[src/weather_alarm_regs.vh]
// Constants for the weather alarm logic: action codes, defaults, timing.
// Assumes inclusion by bare name from the design files under src/.
`ifndef WEATHER_ALARM_REGS_VH
`define WEATHER_ALARM_REGS_VH

// Action codes, shared by activation and deactivation settings
`define ACT_NONE 3'h0
`define ACT_UP 3'h1
`define ACT_DOWN 3'h2
`define ACT_PERCENT 3'h3
`define ACT_STOP 3'h4
`define ACT_PREVIOUS 3'h5
`define ACT_LAST_CMD 3'h6

// Defaults and limits
`define DEF_WIND_COUNT 2'h0
`define DEF_ACTIVE_LEVEL 1'h1
`define DEF_PERCENT 7'h00
`define DEF_MONITOR_MIN 6'h00
`define MAX_MONITOR_MIN 6'h3C
`define MAX_PERCENT 7'h64
`define PERCENT_STEP 7'h05

// Timing: one minute of the 200 MHz clock
`define CLK_HZ 200000000
`define MINUTE_S 60
// Written out at 34 bits: the product of the two above overflows 32-bit math
`define MINUTE_CYCLES 34'h2CB417800

// Class ordering codes: H/M/L
`define ORD_WRI 3'h0
`define ORD_WIR 3'h1
`define ORD_IRW 3'h2
`define ORD_IWR 3'h3
`define ORD_RWI 3'h4
`define ORD_RIW 3'h5

`endif

[src/minute_tick.v]
// Free running divider that produces one-cycle pulses once a minute.
// Assumes clk at the rate set in the constants header.
`timescale 1ns/1ps
`default_nettype none
`include "weather_alarm_regs.vh"

module minute_tick #(
  parameter [33:0] MINUTE_CYCLES = `MINUTE_CYCLES
) (
  input wire clk,
  input wire rst,
  output reg tick
);

  reg [33:0] count_reg;

  ////////////////////////////////////////////////////////////////////////////
  // Counter wraps after one minute of cycles
  always @(posedge clk or posedge rst) begin
    if (rst) begin
      count_reg <= 34'h000000000;
      tick <= 1'b0;
    end else if (count_reg >= MINUTE_CYCLES - 34'h000000001) begin
      count_reg <= 34'h000000000;
      tick <= 1'b1;
    end else begin
      count_reg <= count_reg + 34'h000000001;
      tick <= 1'b0;
    end
  end

endmodule
`default_nettype wire

[src/alarm_input.v]
// One alarm input: polarity, edge detection and sensor watchdog.
// Assumes objects arrive as one-cycle strobes with their value alongside.
`timescale 1ns/1ps
`default_nettype none
`include "weather_alarm_regs.vh"

module alarm_input (
  input wire clk,
  input wire rst,
  input wire enable,
  input wire clearAll,
  input wire minuteTick,
  input wire objStrobe,
  input wire objValue,
  input wire activeLevel,
  input wire [5:0] monitorMinutes,
  output reg active,
  output reg rise,
  output reg fall
);

  reg [5:0] minutes_reg;
  reg objActive_reg;
  reg timeout_reg;
  wire monitorOn = (monitorMinutes != 6'h00);
  wire activeNext = enable & (objActive_reg | timeout_reg);

  ////////////////////////////////////////////////////////////////////////////
  // Received level and watchdog; any object restarts the minute count
  always @(posedge clk or posedge rst) begin
    if (rst) begin
      objActive_reg <= 1'b0;
      timeout_reg <= 1'b0;
      minutes_reg <= 6'h00;
    end else if (clearAll || !enable) begin
      objActive_reg <= 1'b0;
      timeout_reg <= 1'b0;
      minutes_reg <= 6'h00;
    end else if (objStrobe) begin
      objActive_reg <= (objValue == activeLevel);
      timeout_reg <= 1'b0;
      minutes_reg <= 6'h00;
    end else if (monitorOn && minuteTick && !timeout_reg) begin
      // Tick phase is free running, so the first minute may be short
      if (minutes_reg + 6'h01 >= monitorMinutes)
        timeout_reg <= 1'b1;
      minutes_reg <= minutes_reg + 6'h01;
    end
  end

  ////////////////////////////////////////////////////////////////////////////
  // Edge pulses toward the arbiter; a bus recovery drops the level silently
  // so that no deactivation action follows the clear
  always @(posedge clk or posedge rst) begin
    if (rst) begin
      active <= 1'b0;
      rise <= 1'b0;
      fall <= 1'b0;
    end else if (clearAll) begin
      active <= 1'b0;
      rise <= 1'b0;
      fall <= 1'b0;
    end else begin
      active <= activeNext;
      rise <= activeNext & ~active;
      fall <= ~activeNext & active;
    end
  end

endmodule
`default_nettype wire

[src/shutter_weather_alarm_logic.v]
// Weather alarm handler for one shutter channel: three wind, one rain input.
// Assumes configuration is static between alarms and ice alarm state comes
// from outside as a level.
`timescale 1ns/1ps
`default_nettype none
`include "weather_alarm_regs.vh"

// Function
// - Zero to three wind inputs enabled per channel, default zero.
// - Each wind input active when value equals its level, default one.
// - Wind activation runs its action: none, up, down, percent or stop.
// - Wind percent targets 0..100 in fives; louvre only for venetian.
// - Wind monitoring period 0..60 minutes; zero disables it.
// - Silent monitored wind sensor triggers its activation action.
// - Wind deactivation runs its action, including previous and last command.
// - Wind three ranks highest, wind one lowest.
// - Deactivation action only when no other wind or lower alarm active.
// - Optional rain input, disabled by default.
// - Rain active when value equals its level, default one.
// - Rain activation runs its action with shade and louvre targets.
// - Rain monitoring 0..60 minutes; silence triggers activation action.
// - Rain deactivation runs its action, including previous and last command.
// - Rain deactivation percent targets 0..100 in fives, louvre venetian only.
// - Six class orderings; after deactivation follow highest still active.
// - Bus voltage recovery clears every alarm state; the external ice level is only masked for that cycle.
module shutter_weather_alarm_logic #(
  parameter [33:0] MINUTE_CYCLES = `MINUTE_CYCLES
) (
  input wire clk,
  input wire rst,
  input wire busRecovered,
  input wire venetianMode,
  input wire [1:0] windCount,
  input wire [2:0] gustAlertStrobe,
  input wire [2:0] gustAlertInput,
  input wire [2:0] windActiveLevel,
  input wire [8:0] windOnAction,
  input wire [8:0] windOffAction,
  input wire [17:0] windMonitorMinutes,
  input wire [20:0] windOnShade,
  input wire [20:0] windOnLouvre,
  input wire [20:0] windOffShade,
  input wire [20:0] windOffLouvre,
  input wire rainEnable,
  input wire precipitationAlertStrobe,
  input wire precipitationAlertInput,
  input wire rainActiveLevel,
  input wire [2:0] rainOnAction,
  input wire [2:0] rainOffAction,
  input wire [5:0] rainMonitorMinutes,
  input wire [6:0] rainOnShade,
  input wire [6:0] rainOnLouvre,
  input wire [6:0] rainOffShade,
  input wire [6:0] rainOffLouvre,
  input wire iceActive,
  input wire [2:0] iceOnAction,
  input wire [6:0] iceOnShade,
  input wire [6:0] iceOnLouvre,
  input wire [2:0] classOrder,
  input wire [6:0] currentShade,
  input wire [6:0] currentLouvre,
  output reg cmdValid,
  output reg [2:0] cmdAction,
  output reg [6:0] cmdShade,
  output reg [6:0] cmdLouvre,
  output reg anyAlarm,
  output reg [2:0] windAlarmActive,
  output reg rainAlarmActive,
  output reg [6:0] savedShade,
  output reg [6:0] savedLouvre
);

  localparam CLS_WIND = 2'h0;
  localparam CLS_RAIN = 2'h1;
  localparam CLS_ICE = 2'h2;
  localparam CLS_NONE = 2'h3;

  wire tick;
  wire [2:0] wActive;
  wire [2:0] wRise;
  wire [2:0] wFall;
  wire rActive;
  wire rRise;
  wire rFall;
  reg iceActive_reg;
  reg icePrev_reg;

  ////////////////////////////////////////////////////////////////////////////
  // Clamp a percentage to 0..100 on a 5 step; louvre ignored unless venetian
  function [6:0] snapPercent;
    input [6:0] p;
    reg [6:0] c;
    begin
      c = (p > `MAX_PERCENT) ? `MAX_PERCENT : p;
      snapPercent = c - (c % `PERCENT_STEP);
    end
  endfunction

  function [6:0] louvreOf;
    input [6:0] p;
    input ven;
    begin
      louvreOf = ven ? snapPercent(p) : `DEF_PERCENT;
    end
  endfunction

  // Rank of a class under the selected ordering: 2 high, 1 medium, 0 low
  function [1:0] rankOf;
    input [1:0] cls;
    input [2:0] ord;
    reg [5:0] r;
    begin
      case (ord)
        `ORD_WIR: r = {2'h2, 2'h0, 2'h1};
        `ORD_IRW: r = {2'h0, 2'h1, 2'h2};
        `ORD_IWR: r = {2'h1, 2'h0, 2'h2};
        `ORD_RWI: r = {2'h1, 2'h2, 2'h0};
        `ORD_RIW: r = {2'h0, 2'h2, 2'h1};
        default: r = {2'h2, 2'h1, 2'h0}; // Default wind, rain, ice
      endcase
      case (cls)
        CLS_WIND: rankOf = r[5:4];
        CLS_RAIN: rankOf = r[3:2];
        default: rankOf = r[1:0];
      endcase
    end
  endfunction

  ////////////////////////////////////////////////////////////////////////////
  minute_tick #(
    .MINUTE_CYCLES(MINUTE_CYCLES)
  ) u_tick (
    .clk(clk),
    .rst(rst),
    .tick(tick)
  );

  // Wind inputs beyond the configured count stay disabled
  genvar gi;
  generate
    for (gi = 0; gi < 3; gi = gi + 1) begin : g_wind
      alarm_input u_wind (
        .clk(clk),
        .rst(rst),
        .enable(windCount > gi),
        .clearAll(busRecovered),
        .minuteTick(tick),
        .objStrobe(gustAlertStrobe[gi]),
        .objValue(gustAlertInput[gi]),
        .activeLevel(windActiveLevel[gi]),
        .monitorMinutes(windMonitorMinutes[gi*6 +: 6]),
        .active(wActive[gi]),
        .rise(wRise[gi]),
        .fall(wFall[gi])
      );
    end
  endgenerate

  alarm_input u_rain (
    .clk(clk),
    .rst(rst),
    .enable(rainEnable),
    .clearAll(busRecovered),
    .minuteTick(tick),
    .objStrobe(precipitationAlertStrobe),
    .objValue(precipitationAlertInput),
    .activeLevel(rainActiveLevel),
    .monitorMinutes(rainMonitorMinutes),
    .active(rActive),
    .rise(rRise),
    .fall(rFall)
  );

  ////////////////////////////////////////////////////////////////////////////
  // Highest wind index active, and whether any wind input is active
  reg [1:0] topWind;
  reg windAny;
  always @* begin
    windAny = |wActive;
    topWind = wActive[2] ? 2'h2 : (wActive[1] ? 2'h1 : 2'h0);
  end

  // Highest class still active under the configured ordering
  reg [1:0] topClass;
  reg [1:0] topRank;
  always @* begin
    topClass = CLS_NONE;
    topRank = 2'h0;
    if (windAny) begin
      topClass = CLS_WIND;
      topRank = rankOf(CLS_WIND, classOrder);
    end
    if (rActive && (topClass == CLS_NONE || rankOf(CLS_RAIN, classOrder) > topRank)) begin
      topClass = CLS_RAIN;
      topRank = rankOf(CLS_RAIN, classOrder);
    end
    if (iceActive_reg &&
        (topClass == CLS_NONE || rankOf(CLS_ICE, classOrder) > topRank)) begin
      topClass = CLS_ICE;
      topRank = rankOf(CLS_ICE, classOrder);
    end
  end

  ////////////////////////////////////////////////////////////////////////////
  // Command selection; any activation, or a deactivation that leaves an alarm
  // active, issues the highest active alarm's activation command
  reg issue;
  reg [2:0] actNext;
  reg [6:0] shadeNext;
  reg [6:0] louvreNext;
  reg [1:0] fallWind;
  reg anyRise;
  reg anyFall;
  reg anyNow;
  always @* begin
    issue = 1'b0;
    actNext = `ACT_NONE;
    shadeNext = `DEF_PERCENT;
    louvreNext = `DEF_PERCENT;
    // Ice edges taken on the registered level so they line up with anyNow
    anyRise = (|wRise) | rRise | (iceActive_reg & ~icePrev_reg);
    anyFall = (|wFall) | rFall | (~iceActive_reg & icePrev_reg);
    anyNow = windAny | rActive | iceActive_reg;
    fallWind = wFall[2] ? 2'h2 : (wFall[1] ? 2'h1 : 2'h0);
    if ((anyRise || anyFall) && anyNow) begin
      issue = 1'b1;
      case (topClass)
        CLS_WIND: begin
          actNext = windOnAction[topWind*3 +: 3];
          shadeNext = snapPercent(windOnShade[topWind*7 +: 7]);
          louvreNext = louvreOf(windOnLouvre[topWind*7 +: 7], venetianMode);
        end
        CLS_RAIN: begin
          actNext = rainOnAction;
          shadeNext = snapPercent(rainOnShade);
          louvreNext = louvreOf(rainOnLouvre, venetianMode);
        end
        CLS_ICE: begin
          actNext = iceOnAction;
          shadeNext = snapPercent(iceOnShade);
          louvreNext = louvreOf(iceOnLouvre, venetianMode);
        end
        default: begin
          issue = 1'b0;
        end
      endcase
    end else if (anyFall && !anyNow) begin
      // Last alarm gone: its own deactivation action runs
      issue = 1'b1;
      if (|wFall) begin
        actNext = windOffAction[fallWind*3 +: 3];
        shadeNext = snapPercent(windOffShade[fallWind*7 +: 7]);
        louvreNext = louvreOf(windOffLouvre[fallWind*7 +: 7], venetianMode);
      end else if (rFall) begin
        actNext = rainOffAction;
        shadeNext = snapPercent(rainOffShade);
        louvreNext = louvreOf(rainOffLouvre, venetianMode);
      end else begin
        issue = 1'b0; // Ice deactivation handled outside
      end
      if (actNext == `ACT_PREVIOUS) begin
        shadeNext = savedShade;
        louvreNext = venetianMode ? savedLouvre : `DEF_PERCENT;
      end
    end
    if (issue && actNext == `ACT_NONE)
      issue = 1'b0;
  end

  ////////////////////////////////////////////////////////////////////////////
  // Output registers and position snapshot at the first alarm
  always @(posedge clk or posedge rst) begin
    if (rst) begin
      iceActive_reg <= 1'b0;
      icePrev_reg <= 1'b0;
      cmdValid <= 1'b0;
      cmdAction <= `ACT_NONE;
      cmdShade <= `DEF_PERCENT;
      cmdLouvre <= `DEF_PERCENT;
      anyAlarm <= 1'b0;
      windAlarmActive <= 3'h0;
      rainAlarmActive <= 1'b0;
      savedShade <= `DEF_PERCENT;
      savedLouvre <= `DEF_PERCENT;
    end else begin
      iceActive_reg <= iceActive & ~busRecovered;
      icePrev_reg <= iceActive_reg & ~busRecovered;
      cmdValid <= issue & ~busRecovered;
      if (issue) begin
        cmdAction <= actNext;
        cmdShade <= shadeNext;
        cmdLouvre <= louvreNext;
      end
      anyAlarm <= anyNow;
      windAlarmActive <= wActive;
      rainAlarmActive <= rActive;
      // Idle is judged on the registered summary; anyNow already shows the new alarm
      if (anyRise && !anyAlarm) begin
        savedShade <= currentShade;
        savedLouvre <= currentLouvre;
      end
    end
  end

endmodule
`default_nettype wire

[config.mk]
export PLATFORM = sky130hd
export DESIGN_NAME = shutter_weather_alarm_logic
export DESIGN_NICKNAME = d
export VERILOG_FILES = /design/src/minute_tick.v /design/src/alarm_input.v /design/src/shutter_weather_alarm_logic.v
export VERILOG_INCLUDE_DIRS = /design/src /design/src/src
export SDC_FILE = /design/constraint.sdc
export NUM_CORES = 1
export LEC_CHECK = 0
export BUFFER_PORTS_ARGS = -buffer_cell sky130_fd_sc_hd__clkbuf_2
export CORE_ASPECT_RATIO = 0.8
export CORE_MARGIN = 3
export CORE_UTILIZATION = 45
export CTS_CLUSTER_DIAMETER = 80
export DETAILED_ROUTE_END_ITERATION = 7
export GPL_TIMING_DRIVEN = 0
export PLACE_DENSITY_LB_ADDON = 0.25
export SLEW_MARGIN = 20
export SYNTH_ARGS = -nofsm -noshare
export SYNTH_HDL_FRONTEND = slang
export SYNTH_HIERARCHICAL = 1
export SYNTH_SLANG_ARGS = --single-unit
export TNS_END_PERCENT = 30
[constraint.sdc]
create_clock -name clk -period 12.7 [get_ports clk]
set_clock_uncertainty 0.1 [all_clocks]
set_input_delay 0.635 -clock clk [delete_from_list [all_inputs] [get_ports clk]]
set_output_delay 0.635 -clock clk [all_outputs]
set_load 0.02 [all_outputs]
Word-level counts from Yosys, hierarchy flattened. Index checks and enable logic that the tools add are counted.

Add/sub/neg operators: 15. $mul: 4. Divide/modulo/power cells: 10. Order comparisons: 20. Equality and inequality tests: 14. Shift-type cells: 6. Muxes and demuxes: 101. Bitwise gates (word level): 38. Reductions and logical operators: 57.

Operators by type and width (number): $mux W7 (26); $shiftx A21 B6 Y7 (4); $mux W6 (12); $gt A7 B7 Y1 const B (10); $mod A7 B3 Y7 const B (10); $sub A7 B7 Y7 (10); $mux W1 (45); $pmux W7 S3 (2); $add A34 B1 Y34 const B (1); $ge A34 B34 Y1 const B (1); $mux W34 (1); $pmux W6 S5 (1); $add A6 B1 Y6 const B (4); $ge A6 B6 Y1 (4); $reduce_bool A3 Y1 (8); $reduce_bool A6 Y1 (4); $mux W3 (6); $shiftx A9 B5 Y3 (2); $and A1 B1 Y1 (17); $logic_and A1 B1 Y1 (14); $mux W2 (7); $reduce_or A3 Y1 (4); $not A1 Y1 (11); $logic_not A1 Y1 (10); 18 further kinds (51).

Register bits: 118. Bits of input ports: 214. Logic and storage cells: 302.

Logic depth before layout (Yosys ltp).
Depth after elaboration: 18. Mapped depth: 42. Gate-level depth less buffers: 38.

By module. Netlist, hierarchy kept.

Modules (own cells, without submodules): shutter_weather_alarm_logic (times used 1, cells an instance 2112, area an instance 15134.5 sq um, seq. area each 975.9 sq um); alarm_input (times used 4, cells an instance 65, area an instance 679.4 sq um, seq. area each 275.3 sq um); minute_tick (times used 1, cells an instance 201, area an instance 1940.6 sq um, seq. area each 875.8 sq um).

Least setup slack after synthesis. Ideal clock, no wire load.

Path type: reg2reg. Start: reg g_wind[1].u_wind.active. End: reg cmdLouvre[6]. Data arrival time: 7.214 ns. Path slack: 5.318 ns. Stages on the path, launching flop included: 38. Path buffers: 4. Period minus slack after synthesis: 7.382 ns. Cell sequence: dfrtp_1 -> buf_4 -> buf_4 -> buf_2 -> mux2i_1 -> o21ai_1 -> inv_1 -> nor2_1 -> nor2_1 -> ha_1 -> o21a_1 -> a221oi_1 -> o31ai_1 -> a211oi_1 -> ha_1 -> a221oi_1 -> a21oi_1 -> a311o_1 -> [... 2 more ...] -> ha_1 -> nor2_1 -> a32o_1 -> a211oi_2 -> a21oi_1 -> nor4_1 -> nand3b_1 -> mux2_1 -> fa_1 -> a21o_1 -> a21oi_1 -> o21bai_1 -> a21oi_1 -> xnor2_1 -> or4_1 -> mux2i_1 -> o21ai_1 -> nand3_1.

Longest elaborated chain between the ends: 16.

RTL lines: start, declared (RTL line alarm_input.v:17) `output reg active,`; start signal, assigned (RTL line alarm_input.v:64) `active <= activeNext;`; parallel branches: the longest is 16 deep, another holds $gt A7 B7 Y1; end signal, assigned (RTL line shutter_weather_alarm_logic.v:279) `` cmdLouvre <= `DEF_PERCENT; ``; end signal, assigned (RTL line shutter_weather_alarm_logic.v:292) `cmdLouvre <= louvreNext;`; end, declared (RTL line shutter_weather_alarm_logic.v:65) `output reg [6:0] cmdLouvre,`.

Parallel ways; which one is timed is not known. A chain may end at the register's enable or synchronous reset.

Worst setup path after layout. Ends and elaborated chain as after synthesis.

==> reports/metrics.yaml <==
status: "completed"
synth.most_common_cell: "nand2_1"
cp.buffers_inverters: 5
dominantRegCellSynth: "dfrtp_1"
grt_max_degree: 36
slowest_stage: "dfrtp_1"
vias_per_cell: 6.08
ios: 251
row_count: 68
pwr_density_cell_nw_per_um2: 145
cts_tree: "yes"
yosysTopAreaCell: "dfrtp_1"
rsz0062_at_grt: "false"
startpoint_type: "flip-flop"
cp_top_family: "compound AO/OA/AOI/OAI gates"
cp_slowest_stage_delay_ps: 510
synth_top_cell_area_share: 0.149
setup_tns_ps: 0
yosys-top-cells-area: "dfrtp_1 (15%), ha_1 (11%), xnor2_1 (5.6%)"
wl_per_cell_um: 17.9
syn_to_final_growth_pct: 12.7
cts_max_level: 4
post-route-min-period_ps: 9180
hold_viol_final: 0
grt_overflow_total: 0
routed_wl_um: 61000
clk_pin_slew_ps: 80
setup.worst_path.class: "reg -> reg"
diodes: 0
dpl.hpwl_um: 49500
tightest_slew_ps: 959
track_usage: 0.252
yosysSeqAreaShare: 0.149
timing.hold.ws_ps: 115
chipWidth_um: 240
leakage_uw: 0.00997
cp.arrival_ps: 9430
synth-seq-cells: 118
maxCapViolations: 0
core_um2: 43300
avgSynthCellArea_um2: 7.69
io_buffers: 244
reg2reg_to: "cmdLouvre[6]$_DFFE_PP0P_"
min_path_type: "in -> async"
slew_headroom: 0.355
fmax_mhz: 109
ctsHoldBuffers: 0
vias: 20700
cp-end-kind: "flip-flop"
synth_cell_type_count: 124
cp_max_fo: 10
cts_buffer_depth: 2
utilization: 0.515
drc: 0
worstSetupStartpoint: "g_wind[1].u_wind/active$_DFF_PP0_"
place_ws_ps: 3730
largest_reg_flops: 34
final_nets: 3232
syn-num-nets: 2968
root_buffer: "clkbuf_16"
gp_congestion: 0.945
fin_ws_ps: 3520
drive_above_1_share: 0.162
setup_viol: 0
first_pass_iters: 6
post_cts_buffers: 0
cp_num_cells: 37
clk_latency_ps: 430
antenna_found_initial: 4
die_h_um: 194
vdd_ir_drop_max_mv: 0.113
netlist_instances: 2573
rr_startpoint: "g_wind[1].u_wind/active$_DFF_PP0_"
drt_iter0_drc: 1655
grt_pass1_vias: 19100
initial_core_util: 0.457
netlist_top_cells_count: "nand2_1 (204), nor2_1 (201), a21oi_1 (182)"
clock-sinks: 118
reg2regPathDepth: 37
cp-endpoint: "cmdLouvre[6]$_DFFE_PP0P_"
die-area_um2: 46600
postRouteAntennaNets: 0
cts_buffers: 17
cp_data_required_time_ps: 12950
synth_edf_count: 0
cts_resized: 0
rrSetupSlack_ps: 3520
grt_pass1_wl_um: 97600
yosysWarnings: 6
cpMostUsedCell: "a21oi_1"
async_reset_ff_frac: 1.00
syn_area_um2: 19800
min_period_over_period: 0.723
drv_slew: 0
-- layer usage --
metal  up-vias  track usage  part of all wire
met3        77       0.0489             0.076
li1      10100            -                 -
met2       749        0.387              0.44
met4         4       0.0532             0.019
met1      9771        0.367              0.47
met5         -            0           0.00041
-- where the power goes --
part / internal [uW] / switching (uW)
logic: 971 / 1340
registers: 409 / 40.8
clock network: 282 / 196
total: 1660 / 1570
-- worst min path at each step --
stage / endpoint / slack [ps] / depth (start not counted)
6_report: savedLouvre[6]$_DFFE_PP0P_ / 120 / 2
5_1_grt: savedLouvre[6]$_DFFE_PP0P_ / 140 / 2
4_1_cts: savedLouvre[5]$_DFFE_PP0P_ / 100 / 2
3_5_place_dp: cmdAction[1]$_DFFE_PP0P_ / 380 / 1
3_3_place_gp: cmdAction[1]$_DFFE_PP0P_ / 360 / 1
2_1_floorplan: windAlarmActive[1]$_DFF_PP0_ / 290 / 0
-- stage by stage --
step / cells / total power, uW / instance area [um^2]
2_1_floorplan: 2573 / 2160 / 19800
3_3_place_gp: 3377 / 2660 / 21700
3_5_place_dp: 3378 / 2710 / 21700
4_1_cts: 3410 / 3220 / 22300
5_1_grt: 3410 / 3510 / 22300
6_report: 3410 / 3240 / 22300
-- logic make-up (layout without fill, tap and decap cells) --
logic type                 after synthesis  count (layout)  share of synthesized area
xor gates and xnor gates               170             170                     0.0756
AOI/OAI and AO/OA                      854             854                      0.305
muxes                                  124             124                     0.0661
and+or+nand+nor                        877             877                      0.235
adders and majority gates              182             182                      0.119
buffers and inverters                  248             525                     0.0508
DFF                                    118             118                      0.149
-- cell usage in the layout, fill, tap and decap left out, types with 30 or more instances in the layout --
master,netlist,routed
a21o_1,62,62
buf_2,30,30
inv_1,156,154
nand2_1,204,204
a21oi_1,182,182
mux2_2,37,37
nand2b_1,51,51
o21ai_0,131,131
a211oi_1,42,42
clkbuf_2,0,244
o22ai_1,38,38
or3_1,34,34
nand3_1,62,62
mux2i_1,82,82
xor2_1,43,43
nor2b_1,46,46
clkbuf_1,48,49
xnor2_1,126,126
nor3_1,66,66
nor2_1,201,201
o21a_1,36,36
dfrtp_1,118,118
ha_1,171,171
-- cell type report --
cell class	count	area, um^2
fillers	4139	21000
multi-input cells	2207	15800
plain buffers	89	409
inverters	159	597
clock buffers	20	457
clock inverters	12	120
flip-flops and latches	118	2950
well taps	560	701
repair buffers	245	1240
No activity file was read; power rests on OpenSTA's default activity.
